==> config.mk <==
export PLATFORM = sky130hd
export DESIGN_NAME = iexs_core
export DESIGN_NICKNAME = d
export VERILOG_FILES = /design/src/include/iexs_pkg.sv /design/src/verilog/iexs_alu.sv /design/src/verilog/iexs_stack.sv /design/src/verilog/iexs_core.sv
export SDC_FILE = /design/constraint.sdc
export NUM_CORES = 2
export LEC_CHECK = 0
export BUFFER_PORTS_ARGS = -buffer_cell sky130_fd_sc_hd__buf_2
export CAP_MARGIN = 20
export CORE_UTILIZATION = 26
export CTS_BUF_LIST = sky130_fd_sc_hd__clkbuf_8
export DETAILED_ROUTE_END_ITERATION = 16
export SYNTH_ARGS = -nofsm -noshare
export SYNTH_HDL_FRONTEND = slang
export SYNTH_SLANG_ARGS = --single-unit
==> constraint.sdc <==
create_clock -name aclk -period 6.3 [get_ports aclk]
set_clock_uncertainty 0.15 [all_clocks]
set_input_delay 0.315 -clock aclk [delete_from_list [all_inputs] [get_ports aclk]]
set_output_delay 0.315 -clock aclk [all_outputs]
set_load 0.02 [all_outputs]
==> src/include/iexs_pkg.sv <==
// constants and types for the instruction execute subset block
// ========================================
package iexs_pkg;
  // ========================================
  // register map
  localparam logic [31:0] IEXS_OFF_CMD = 32'h0000_0000;
  localparam logic [31:0] IEXS_OFF_ACC = 32'h0000_0004;
  localparam logic [31:0] IEXS_OFF_STATUS = 32'h0000_0008;
  localparam logic [31:0] IEXS_OFF_PC = 32'h0000_000c;
  localparam logic [31:0] IEXS_OFF_STACK = 32'h0000_0010;
  localparam logic [31:0] IEXS_OFF_WDOG = 32'h0000_0014;
  localparam logic [31:0] IEXS_OFF_FADDR = 32'h0000_0018;
  localparam logic [31:0] IEXS_OFF_FDATA = 32'h0000_001c;
  localparam logic [1:0] IEXS_RESP_OKAY = 2'h0;
  localparam logic [1:0] IEXS_RESP_SLVERR = 2'h2;
  // ========================================
  // field layout and widths
  localparam int unsigned IEXS_CMD_W = 20;
  localparam int unsigned IEXS_FLAGS_W = 7;
  localparam int unsigned IEXS_PC_W = 13;
  localparam int unsigned IEXS_STACK_DEPTH = 8;
  localparam int unsigned IEXS_STATUS_BUSY_BIT = 7;
  localparam int unsigned IEXS_WDOG_PRE_LSB = 8;
  localparam int unsigned IEXS_STACK_PTR_LSB = 16;
  // ========================================
  // reset values
  localparam logic [7:0] IEXS_ACC_RST = 8'h00;
  localparam logic [12:0] IEXS_PC_RST = 13'h0000;
  localparam logic [6:0] IEXS_FLAGS_RST = 7'h18;
  localparam logic [7:0] IEXS_WDOG_CLR = 8'h00;
  // ========================================
  // types
  typedef enum logic [3:0] {
    OP_NOP = 4'h0, OP_LOAD_LIT = 4'h1, OP_RET_INT = 4'h2, OP_STORE = 4'h3,
    OP_RET_LIT = 4'h4, OP_RETURN = 4'h5, OP_ROT_L = 4'h6, OP_ROT_R = 4'h7,
    OP_SWAP = 4'h8, OP_SLEEP = 4'h9, OP_SUB_LIT = 4'ha, OP_SUB_FILE = 4'hb,
    OP_XOR_LIT = 4'hc, OP_XOR_FILE = 4'hd
  } iexs_op_t;
  typedef enum logic [1:0] {ST_IDLE = 2'b00, ST_EXEC = 2'b01, ST_SECOND = 2'b10} iexs_state_t;
  typedef struct packed {
    logic [7:0] literal;
    logic [6:0] addr;
    logic dest;
    iexs_op_t opcode;
  } iexs_cmd_t;
  typedef struct packed {
    logic sleeping;
    logic global_irq_enable;
    logic timeout_flag;
    logic powerdown_flag;
    logic zero;
    logic digit_carry_flag;
    logic carry;
  } iexs_flags_t;
  typedef struct packed {
    logic [7:0] result;
    logic carry;
    logic digit_carry_flag;
    logic zero;
    logic upd_c;
    logic upd_dc;
    logic upd_z;
    logic wr_acc;
    logic wr_file;
  } iexs_alu_t;
endpackage

==> src/verilog/iexs_alu.sv <==
// datapath for the rotate, swap, subtract, xor and move operations
module iexs_alu import iexs_pkg::*; (
  input wire iexs_cmd_t cmd,
  input wire logic [7:0] acc,
  input wire logic [7:0] fval,
  input wire logic carry_in,
  output iexs_alu_t res
);
  // subtract with carry meaning no borrow
  function automatic logic [9:0] sub8(input logic [7:0] a, input logic [7:0] b);
    logic [8:0] full;
    logic [4:0] low;
    full = {1'b0, a} + {1'b0, ~b} + 9'h001;
    low = {1'b0, a[3:0]} + {1'b0, ~b[3:0]} + 5'h01;
    return {full[8], low[4], full[7:0]};
  endfunction

  logic [9:0] sub_r;
  always_comb begin
    sub_r = sub8((cmd.opcode == OP_SUB_LIT) ? cmd.literal : fval, acc);
    res = '0;
    unique case (cmd.opcode)
      OP_LOAD_LIT, OP_RET_LIT: begin res.result = cmd.literal; res.wr_acc = 1'b1; end
      OP_STORE: begin res.result = acc; res.wr_file = 1'b1; end
      OP_ROT_L: begin res.result = {fval[6:0], carry_in}; res.carry = fval[7]; res.upd_c = 1'b1; end
      OP_ROT_R: begin res.result = {carry_in, fval[7:1]}; res.carry = fval[0]; res.upd_c = 1'b1; end
      OP_SWAP: res.result = {fval[3:0], fval[7:4]};
      OP_SUB_LIT, OP_SUB_FILE: begin
        res.result = sub_r[7:0];
        res.carry = sub_r[9];
        res.digit_carry_flag = sub_r[8];
        {res.upd_c, res.upd_dc, res.upd_z} = 3'b111;
      end
      OP_XOR_LIT: begin res.result = acc ^ cmd.literal; res.upd_z = 1'b1; end
      OP_XOR_FILE: begin res.result = acc ^ fval; res.upd_z = 1'b1; end
      default: res.result = acc;
    endcase
    res.zero = (res.result == 8'h00);
    if (cmd.opcode inside {OP_ROT_L, OP_ROT_R, OP_SWAP, OP_SUB_FILE, OP_XOR_FILE}) begin
      res.wr_file = cmd.dest;
      res.wr_acc = !cmd.dest;
    end
    if (cmd.opcode inside {OP_SUB_LIT, OP_XOR_LIT}) begin
      res.wr_acc = 1'b1;
    end
  end
endmodule

==> src/verilog/iexs_stack.sv <==
// hardware return stack, circular, eight entries
module iexs_stack import iexs_pkg::*; (
  input wire logic aclk,
  input wire logic aresetn,
  input wire logic push,
  input wire logic [12:0] push_data,
  input wire logic pop,
  output logic [12:0] top_of_stack,
  output logic [2:0] ptr
);
  logic [12:0] mem [IEXS_STACK_DEPTH];
  logic [2:0] top_idx;

  assign top_idx = ptr - 3'd1;
  assign top_of_stack = mem[top_idx];

  always_ff @(posedge aclk) begin
    if (!aresetn) begin
      ptr <= 3'd0;
    end else if (push) begin
      ptr <= ptr + 3'd1;
    end else if (pop) begin
      ptr <= top_idx;
    end
  end

  always_ff @(posedge aclk) begin
    if (!aresetn) begin
      for (int i = 0; i < IEXS_STACK_DEPTH; i++) begin
        mem[i] <= IEXS_PC_RST;
      end
    end else if (push) begin
      mem[ptr] <= push_data;
    end
  end
endmodule

==> src/verilog/iexs_core.sv <==
// instruction execute subset with axi4-lite register access
//
// Design decisions made here: the AXI4-Lite register port and the register addresses.
module iexs_core import iexs_pkg::*; (
  input wire logic aclk,
  input wire logic aresetn,
  input wire logic [31:0] awaddr,
  input wire logic awvalid,
  output logic awready,
  input wire logic [31:0] wdata,
  input wire logic [3:0] wstrb,
  input wire logic wvalid,
  output logic wready,
  output logic [1:0] bresp,
  output logic bvalid,
  input wire logic bready,
  input wire logic [31:0] araddr,
  input wire logic arvalid,
  output logic arready,
  output logic [31:0] rdata,
  output logic [1:0] rresp,
  output logic rvalid,
  input wire logic rready,
  output logic osc_run
);
  // ========================================
  // helpers
  function automatic logic [31:0] merge(input logic [31:0] old, input logic [31:0] nw, input logic [3:0] strb);
    logic [31:0] r;
    r = old;
    for (int i = 0; i < 4; i++) begin
      if (strb[i]) begin
        r[i*8 +: 8] = nw[i*8 +: 8];
      end
    end
    return r;
  endfunction

  function automatic logic mapped(input logic [31:0] a);
    return (a[31:5] == 27'h0) && (a[1:0] == 2'b00);
  endfunction

  // ========================================
  // state
  iexs_state_t state;
  iexs_cmd_t cmd;
  iexs_flags_t flags;
  iexs_alu_t alu;
  logic [7:0] acc;
  logic [12:0] pc;
  logic [7:0] file_mem [128];
  logic [6:0] faddr;
  logic [7:0] wdog;
  logic [7:0] wdog_pre;
  logic [7:0] fval;
  logic [12:0] stack_top;
  logic [2:0] stack_ptr;
  logic exec;
  logic is_ret;

  // ========================================
  // write channel
  logic aw_held;
  logic w_held;
  logic [31:0] aw_addr;
  logic [31:0] w_data;
  logic [3:0] w_strb;
  logic wr_fire;
  logic bus_wr;
  logic [31:0] wr_val;

  assign awready = !aw_held;
  assign wready = !w_held;
  assign wr_fire = aw_held && w_held && !bvalid;
  assign bus_wr = wr_fire && mapped(aw_addr) && (state == ST_IDLE);

  always_ff @(posedge aclk) begin
    if (!aresetn) begin
      aw_held <= 1'b0;
      aw_addr <= 32'h0000_0000;
    end else if (awvalid && awready) begin
      aw_held <= 1'b1;
      aw_addr <= awaddr;
    end else if (wr_fire) begin
      aw_held <= 1'b0;
    end
  end

  always_ff @(posedge aclk) begin
    if (!aresetn) begin
      w_held <= 1'b0;
      w_data <= 32'h0000_0000;
      w_strb <= 4'h0;
    end else if (wvalid && wready) begin
      w_held <= 1'b1;
      w_data <= wdata;
      w_strb <= wstrb;
    end else if (wr_fire) begin
      w_held <= 1'b0;
    end
  end

  always_ff @(posedge aclk) begin
    if (!aresetn) begin
      bvalid <= 1'b0;
      bresp <= IEXS_RESP_OKAY;
    end else if (wr_fire) begin
      bvalid <= 1'b1;
      bresp <= mapped(aw_addr) ? IEXS_RESP_OKAY : IEXS_RESP_SLVERR;
    end else if (bready) begin
      bvalid <= 1'b0;
    end
  end

  // ========================================
  // read channel
  assign arready = !rvalid;

  always_ff @(posedge aclk) begin
    if (!aresetn) begin
      rvalid <= 1'b0;
      rdata <= 32'h0000_0000;
      rresp <= IEXS_RESP_OKAY;
    end else if (arvalid && arready) begin
      rvalid <= 1'b1;
      rresp <= mapped(araddr) ? IEXS_RESP_OKAY : IEXS_RESP_SLVERR;
      unique case (araddr)
        IEXS_OFF_CMD: rdata <= {12'h000, cmd};
        IEXS_OFF_ACC: rdata <= {24'h000000, acc};
        IEXS_OFF_STATUS: rdata <= {24'h000000, state != ST_IDLE, flags};
        IEXS_OFF_PC: rdata <= {19'h00000, pc};
        IEXS_OFF_STACK: rdata <= {13'h0000, stack_ptr, 3'h0, stack_top};
        IEXS_OFF_WDOG: rdata <= {16'h0000, wdog_pre, wdog};
        IEXS_OFF_FADDR: rdata <= {25'h0000000, faddr};
        IEXS_OFF_FDATA: rdata <= {24'h000000, file_mem[faddr]};
        default: rdata <= 32'h0000_0000;
      endcase
    end else if (rready) begin
      rvalid <= 1'b0;
    end
  end

  // ========================================
  // sequencing
  assign wr_val = merge(32'h0000_0000, w_data, w_strb);
  assign exec = (state == ST_EXEC);
  assign is_ret = cmd.opcode inside {OP_RET_INT, OP_RET_LIT, OP_RETURN};
  assign fval = file_mem[cmd.addr];
  assign osc_run = !flags.sleeping;

  always_ff @(posedge aclk) begin
    if (!aresetn) begin
      state <= ST_IDLE;
      cmd <= '0;
    end else begin
      unique case (state)
        ST_IDLE: begin
          if (bus_wr && aw_addr == IEXS_OFF_CMD && !flags.sleeping) begin
            cmd <= iexs_cmd_t'(wr_val[IEXS_CMD_W-1:0]);
            state <= ST_EXEC;
          end
        end
        ST_EXEC: state <= is_ret ? ST_SECOND : ST_IDLE;
        ST_SECOND: state <= ST_IDLE;
        default: state <= ST_IDLE;
      endcase
    end
  end

  iexs_alu u_alu (
    .cmd(cmd),
    .acc(acc),
    .fval(fval),
    .carry_in(flags.carry),
    .res(alu)
  );

  iexs_stack u_stack (
    .aclk(aclk),
    .aresetn(aresetn),
    .push(bus_wr && aw_addr == IEXS_OFF_STACK),
    .push_data(wr_val[IEXS_PC_W-1:0]),
    .pop(exec && is_ret),
    .top_of_stack(stack_top),
    .ptr(stack_ptr)
  );

  // ========================================
  // architectural registers
  always_ff @(posedge aclk) begin
    if (!aresetn) begin
      acc <= IEXS_ACC_RST;
    end else if (exec && alu.wr_acc) begin
      acc <= alu.result;
    end else if (bus_wr && aw_addr == IEXS_OFF_ACC) begin
      acc <= wr_val[7:0];
    end
  end

  always_ff @(posedge aclk) begin
    if (!aresetn) begin
      pc <= IEXS_PC_RST;
    end else if (exec) begin
      pc <= is_ret ? stack_top : pc + 13'd1;
    end else if (bus_wr && aw_addr == IEXS_OFF_PC) begin
      pc <= wr_val[IEXS_PC_W-1:0];
    end
  end

  always_ff @(posedge aclk) begin
    if (!aresetn) begin
      flags <= iexs_flags_t'(IEXS_FLAGS_RST);
    end else if (exec) begin
      if (alu.upd_c) flags.carry <= alu.carry;
      if (alu.upd_dc) flags.digit_carry_flag <= alu.digit_carry_flag;
      if (alu.upd_z) flags.zero <= alu.zero;
      if (cmd.opcode == OP_RET_INT) flags.global_irq_enable <= 1'b1;
      if (cmd.opcode == OP_SLEEP) begin
        flags.timeout_flag <= 1'b1;
        flags.powerdown_flag <= 1'b0;
        flags.sleeping <= 1'b1;
      end
    end else if (bus_wr && aw_addr == IEXS_OFF_STATUS) begin
      flags <= iexs_flags_t'(wr_val[IEXS_FLAGS_W-1:0]);
    end
  end

  always_ff @(posedge aclk) begin
    if (!aresetn) begin
      faddr <= 7'h00;
    end else if (bus_wr && aw_addr == IEXS_OFF_FADDR) begin
      faddr <= wr_val[6:0];
    end
  end

  always_ff @(posedge aclk) begin
    if (!aresetn) begin
      for (int i = 0; i < 128; i++) begin
        file_mem[i] <= 8'h00;
      end
    end else if (exec && alu.wr_file) begin
      file_mem[cmd.addr] <= alu.result;
    end else if (bus_wr && aw_addr == IEXS_OFF_FDATA) begin
      file_mem[faddr] <= wr_val[7:0];
    end
  end

  // watchdog runs while awake and freezes asleep
  always_ff @(posedge aclk) begin
    if (!aresetn) begin
      wdog <= IEXS_WDOG_CLR;
      wdog_pre <= IEXS_WDOG_CLR;
    end else if (exec && cmd.opcode == OP_SLEEP) begin
      wdog <= IEXS_WDOG_CLR;
      wdog_pre <= IEXS_WDOG_CLR;
    end else if (!flags.sleeping) begin
      wdog_pre <= wdog_pre + 8'd1;
      if (wdog_pre == 8'hff) wdog <= wdog + 8'd1;
    end
  end

  // ========================================
  // checks
  logic [7:0] past_fval;
  logic [7:0] past_acc;
  logic past_c;

  always_ff @(posedge aclk) begin
    past_fval <= fval;
    past_acc <= acc;
    past_c <= flags.carry;
  end
endmodule

; Word-level counts from Yosys, hierarchy flattened
; Memories as Yosys holds them, arrays and structs flattened. A register that Yosys moved wholly into a read port is not among the register bits.
; Index checks and enable logic that the tools add are counted.
[word_totals]
in_bits = 107
ramBits = 1128
mem_count = 2
register_bits = 171
out_inout_bits = 42
[memory_table]
columns = memory, words, width, read_ports, rd_ports_with_merged_regs, wr, line_no
row1 = file_mem, 128, 8, 2, 2, 128, iexs_core.sv:51  ; logic [7:0] file_mem [128];
row2 = u_stack.mem, 8, 13, 1, 0, 8, iexs_stack.sv:11  ; logic [12:0] mem [IEXS_STACK_DEPTH];
[classes]
addsub = 9
n_eq_ne = 34
mux = 66
n_reduce_logical = 62
n_bitwise = 6
[ops]
columns = cell, n
row1 = == test 32 x 5 -> 1 bit (second input constant), 7
row2 = case mux 20 bit (8 select lines), 1
row3 = == test 32 x 4 -> 1 bit (second input constant), 4
row4 = == test 32 x 3 -> 1 bit (second input constant), 2
row5 = zero test 32 bit, 2
row6 = two-way mux 7 bit, 8
row7 = two-way mux 8 bit, 7
row8 = case mux 8 bit (7 select lines), 1
row9 = zero test 27 bit, 2
row10 = two-way mux 13 bit, 4
row11 = two-way mux 1 bit, 33
row12 = == test 4 bit (second input constant), 6
row13 = logical AND 1 bit, 21
row14 = nonzero test 2 bit, 10
row15 = adder 8 x 1 -> 8 bit (second input constant), 2
row16 = == test 4 x 3 -> 1 bit (second input constant), 4
row17 = OR reduction 8 bit, 2
row18 = bitwise XOR 8 bit, 2
row19 = AND reduction 2 bit, 7
row20 = adder 13 x 1 -> 13 bit (second input constant), 1
row21 = OR reduction 13 bit, 1
row22 = two-way mux 2 bit, 6
row23 = adder 8 x 8 -> 9 bit, 1
row24 = adder 9 x 1 -> 9 bit (second input constant), 1
row25 = 24 further kinds, 42

; Depth between registers and ports, before layout
[depth]
word_depth = 11
ltp_mapped = 27

; By module
; A second synthesis with hierarchy kept.
[hier_totals]
cells_unflattened = 5431
hier_area_um2 = 68216.7
[by_module_without_submodules]
columns = module, n_inst, seq_area_each_um2, cells_per_inst, area_each_um2
row1 = iexs_core, 1, 34112.7, 4824, 61544.0
row2 = iexs_stack, 1, 3183.1, 392, 5163.7
row3 = iexs_alu, 1, 0.0, 215, 1508.9

; Least setup slack after synthesis
; OpenSTA, ideal clock, no wires.
[synth_path]
path_kind = flip-flop to flip-flop
startpoint = register with a tool-made name
endpoint = memory file_mem[10][4], data pin
period_less_slack_ns = 5.423
stages_incl_launch_ff = 26
required_ns = 5.888
setup_time_ns = 0.262
setup_slack_ns = 0.877
t_arrival_ns = 5.011
cell_sequence = dfxtp_1 > buf_6 > buf_6 > buf_6 > mux2i_1 > a22oi_1 > a21oi_1 > or4_1 > o221ai_1 > a21o_1 > mux2i_1 > ha_1 > fa_1 > nand2b_1 > a21oi_1 > xor2_1 > a221o_1 > or4_1 > a2111oi_0 > nand2_1 > o22ai_1 > nor2_1 > nor2_1 > buf_2 > buf_4 > nor2_1
[synth_rtl]
columns = element, line_no
row1 = "end, declared", iexs_core.sv:51

==> metrics <==
Mapped Area 67700 µm²; Yosys warnings 0; Synth area leader edfxtp_1; commonest non-fill, non-tap cell in the layout nor2_1; first-pass GRT wire length 366000 µm; final period utilization 0.993; slowest stage delay, CP 0.42 ns; worst-margin pin slew 1.23 ns; crit end category register; initial DRC count 7540; clock latency at the later pin of the worst-skew pair 1.02 ns; Critical Path Fanout Max 32; area of the core 259000 µm²; Slew headroom 0.161; clk sinks 1299; buffers added on ports 121; Nets 6142; placed cells 9041; via count 52300; register area share after synthesis 0.551; die area 263000 µm²; DRC violations left 0; largest net degree at the start of global routing 82; max-slew violations 0; share of cells above drive strength 1 0.260; GRT Overall Usage 0.190; Mapped Cells 5391; Peak VDD IR 0.177 mV; CTS H-Tree Depth 4; fin cells 9615; Post-DRT Antenna Nets 0; Num CTS Buffers 221; async set or reset register ratio after synthesis 0; std cell rows 187; unrepaired setup endpoints after global routing no; Root Driver clkbuf_8; Boundary Pins 149; clock slew at reported path FFs 0.06 ns; minimum clock period 6.25 ns; commonest non-fill, non-tap cells in the layout nor2_1 (1356), edfxtp_1 (1128), nand2_1 (530); wire per inst 26.9 µm; P_leak 26.7 nW; CP max stage cell nor2_2; detailed placement HPWL 185000 µm; area delta synth->final 20.4%; library cells used by synthesis 83; initial core utilization 0.261; vias in the first global route 50700; Die Span Y 512 µm; number of synthesized flops with an enable pin 1128; Synth area leaders edfxtp_1 (50%), mux4_2 (17%), nor2_1 (7.5%); crit path DAT 6.83 ns; drt pass-1 iters 6; Fmax achieved 160 MHz; Worst setup SP type register; HP Class in -> reg; setup violators final 0; Synth Flop Type edfxtp_1; routability cong. 0.989; CTS tree built; global route overflow 0; FF+latch count, synth 1299; Total Power 18.2 mW; Syn Area/Cell 12.6 µm²; Die W 512 µm; critical path type reg -> reg; Max-cap violations 0; final hold slack 0.0727 ns; final hold violation count 0; worst path required time 6.87 ns; status complete, no violations; vias per cell 5.44; PwrDens 223 nW/µm²; initial antenna violation count 14; drt total wl 259000 µm; maximum clock path buffer count 3; Yosys top cell area share 0.500
cells in the mapped netlist, types with 62 or more instances:
library cell  instances
nor2_1             1360
edfxtp_1           1128
nand2_1             531
mux4_2              500
mux2i_1             310
clkbuf_1            173
a21oi_1             171
dfxtp_1             171
a22oi_1             163
buf_4                77
nand3_1              72
buf_2                71
buf_6                62
timing repair:
action                                 CTS  global route
resized for setup                       19            44
pin swaps                                1             6
setup endpoints to repair              563           632
cloned                                   0             4
hold buffers                           133             0
buffers inserted                         2            12
endpoints found under the hold margin  199             0
cell type report:
class,count,area [µm²]
Timing Repair Buffer,822,7290
Tap cell,3402,4260
Inverter,33,126
Antenna cell,10,25.0
Clock buffer,233,3210
Sequential cell,1299,37300
Multi-Input combinational cell,3640,28300
Clock inverter,176,1070
Fill cell,25800,178000
final timing paths:
check / start / end / slack (ns) / cells past startpoint
hold / removal: araddr[3] / rdata[16]$_SDFFE_PN0P_ / 0.07 / 7
setup reg to reg: register / file_mem[32][6]$_SDFFCE_PN0P_ / 0.05 / 26
setup / recovery: register / file_mem[32][6]$_SDFFCE_PN0P_ / 0.05 / 26
hold reg to reg: aw_addr[12]$_SDFFE_PN0P_ / aw_addr[12]$_SDFFE_PN0P_ / 0.30 / 2
worst max-delay path: cells and delay by family, from the launching register on:
family	cells	cell delay (ns)
AOI/OAI and AO/OA	8	1.94
xor gates and xnor gates	1	0.15
adders and majority gates	1	0.34
buffers and inverters	8	1.36
DFF	1	0.37
muxes	1	0.30
and+or+nand+nor	7	1.31
metrics by stage:
step           setup TNS, ns  utilization  setup WS (ns)  instance area [µm²]
6_report                   0        0.315         0.0468                81600
5_1_grt                    0        0.315       0.000864                81600
4_1_cts                    0        0.313       0.000586                81000
3_5_place_dp          -99.65        0.291         -0.333                75300
3_3_place_gp          -87.02        0.291         -0.302                75300
2_1_floorplan              0            -          0.877                67800
power breakdown:
group / internal (mW) / total [mW] / leakage (nW) / switching, mW
sequential: 9.60 / 9.78 / 13.0 / 0.178
clock: 3.84 / 7.55 / 2.45 / 3.71
combinational: 0.334 / 0.858 / 11.2 / 0.524
sequential cells by signal, summed over array words and instances (netlist names), named ones only:
signal,cells
flags,7
acc,8
wdog_pre,8
file_mem,1024
state,2
aw_held,1
rdata,20
pc,13
bvalid,1
wdog,8
bresp,1
w_held,1
faddr,7
cmd,20
aw_addr,32
w_strb,3
rvalid,1
u_stack.mem,104
u_stack.ptr,3
w_data,20
rresp,1
logic make-up after synthesis:
logic type | count (synthesis) | share of synthesized area
simple gates | 2165 | 0.129
flops | 1299 | 0.551
mux | 849 | 0.219
compound gates | 568 | 0.0564
buf+inv | 465 | 0.0384
xor+xnor | 26 | 0.00336
fa+ha+maj | 18 | 0.00344
other cells | 1 | 0.0000554
routing by layer:
layer	GRT usage	wire, µm	part of all wire
met5	0	45	0.00017
met4	0.0864	13100	0.051
met3	0.0386	27500	0.11
met2	0.298	117000	0.45
met1	0.252	101000	0.39
Power figures use the tool's default switching activity.
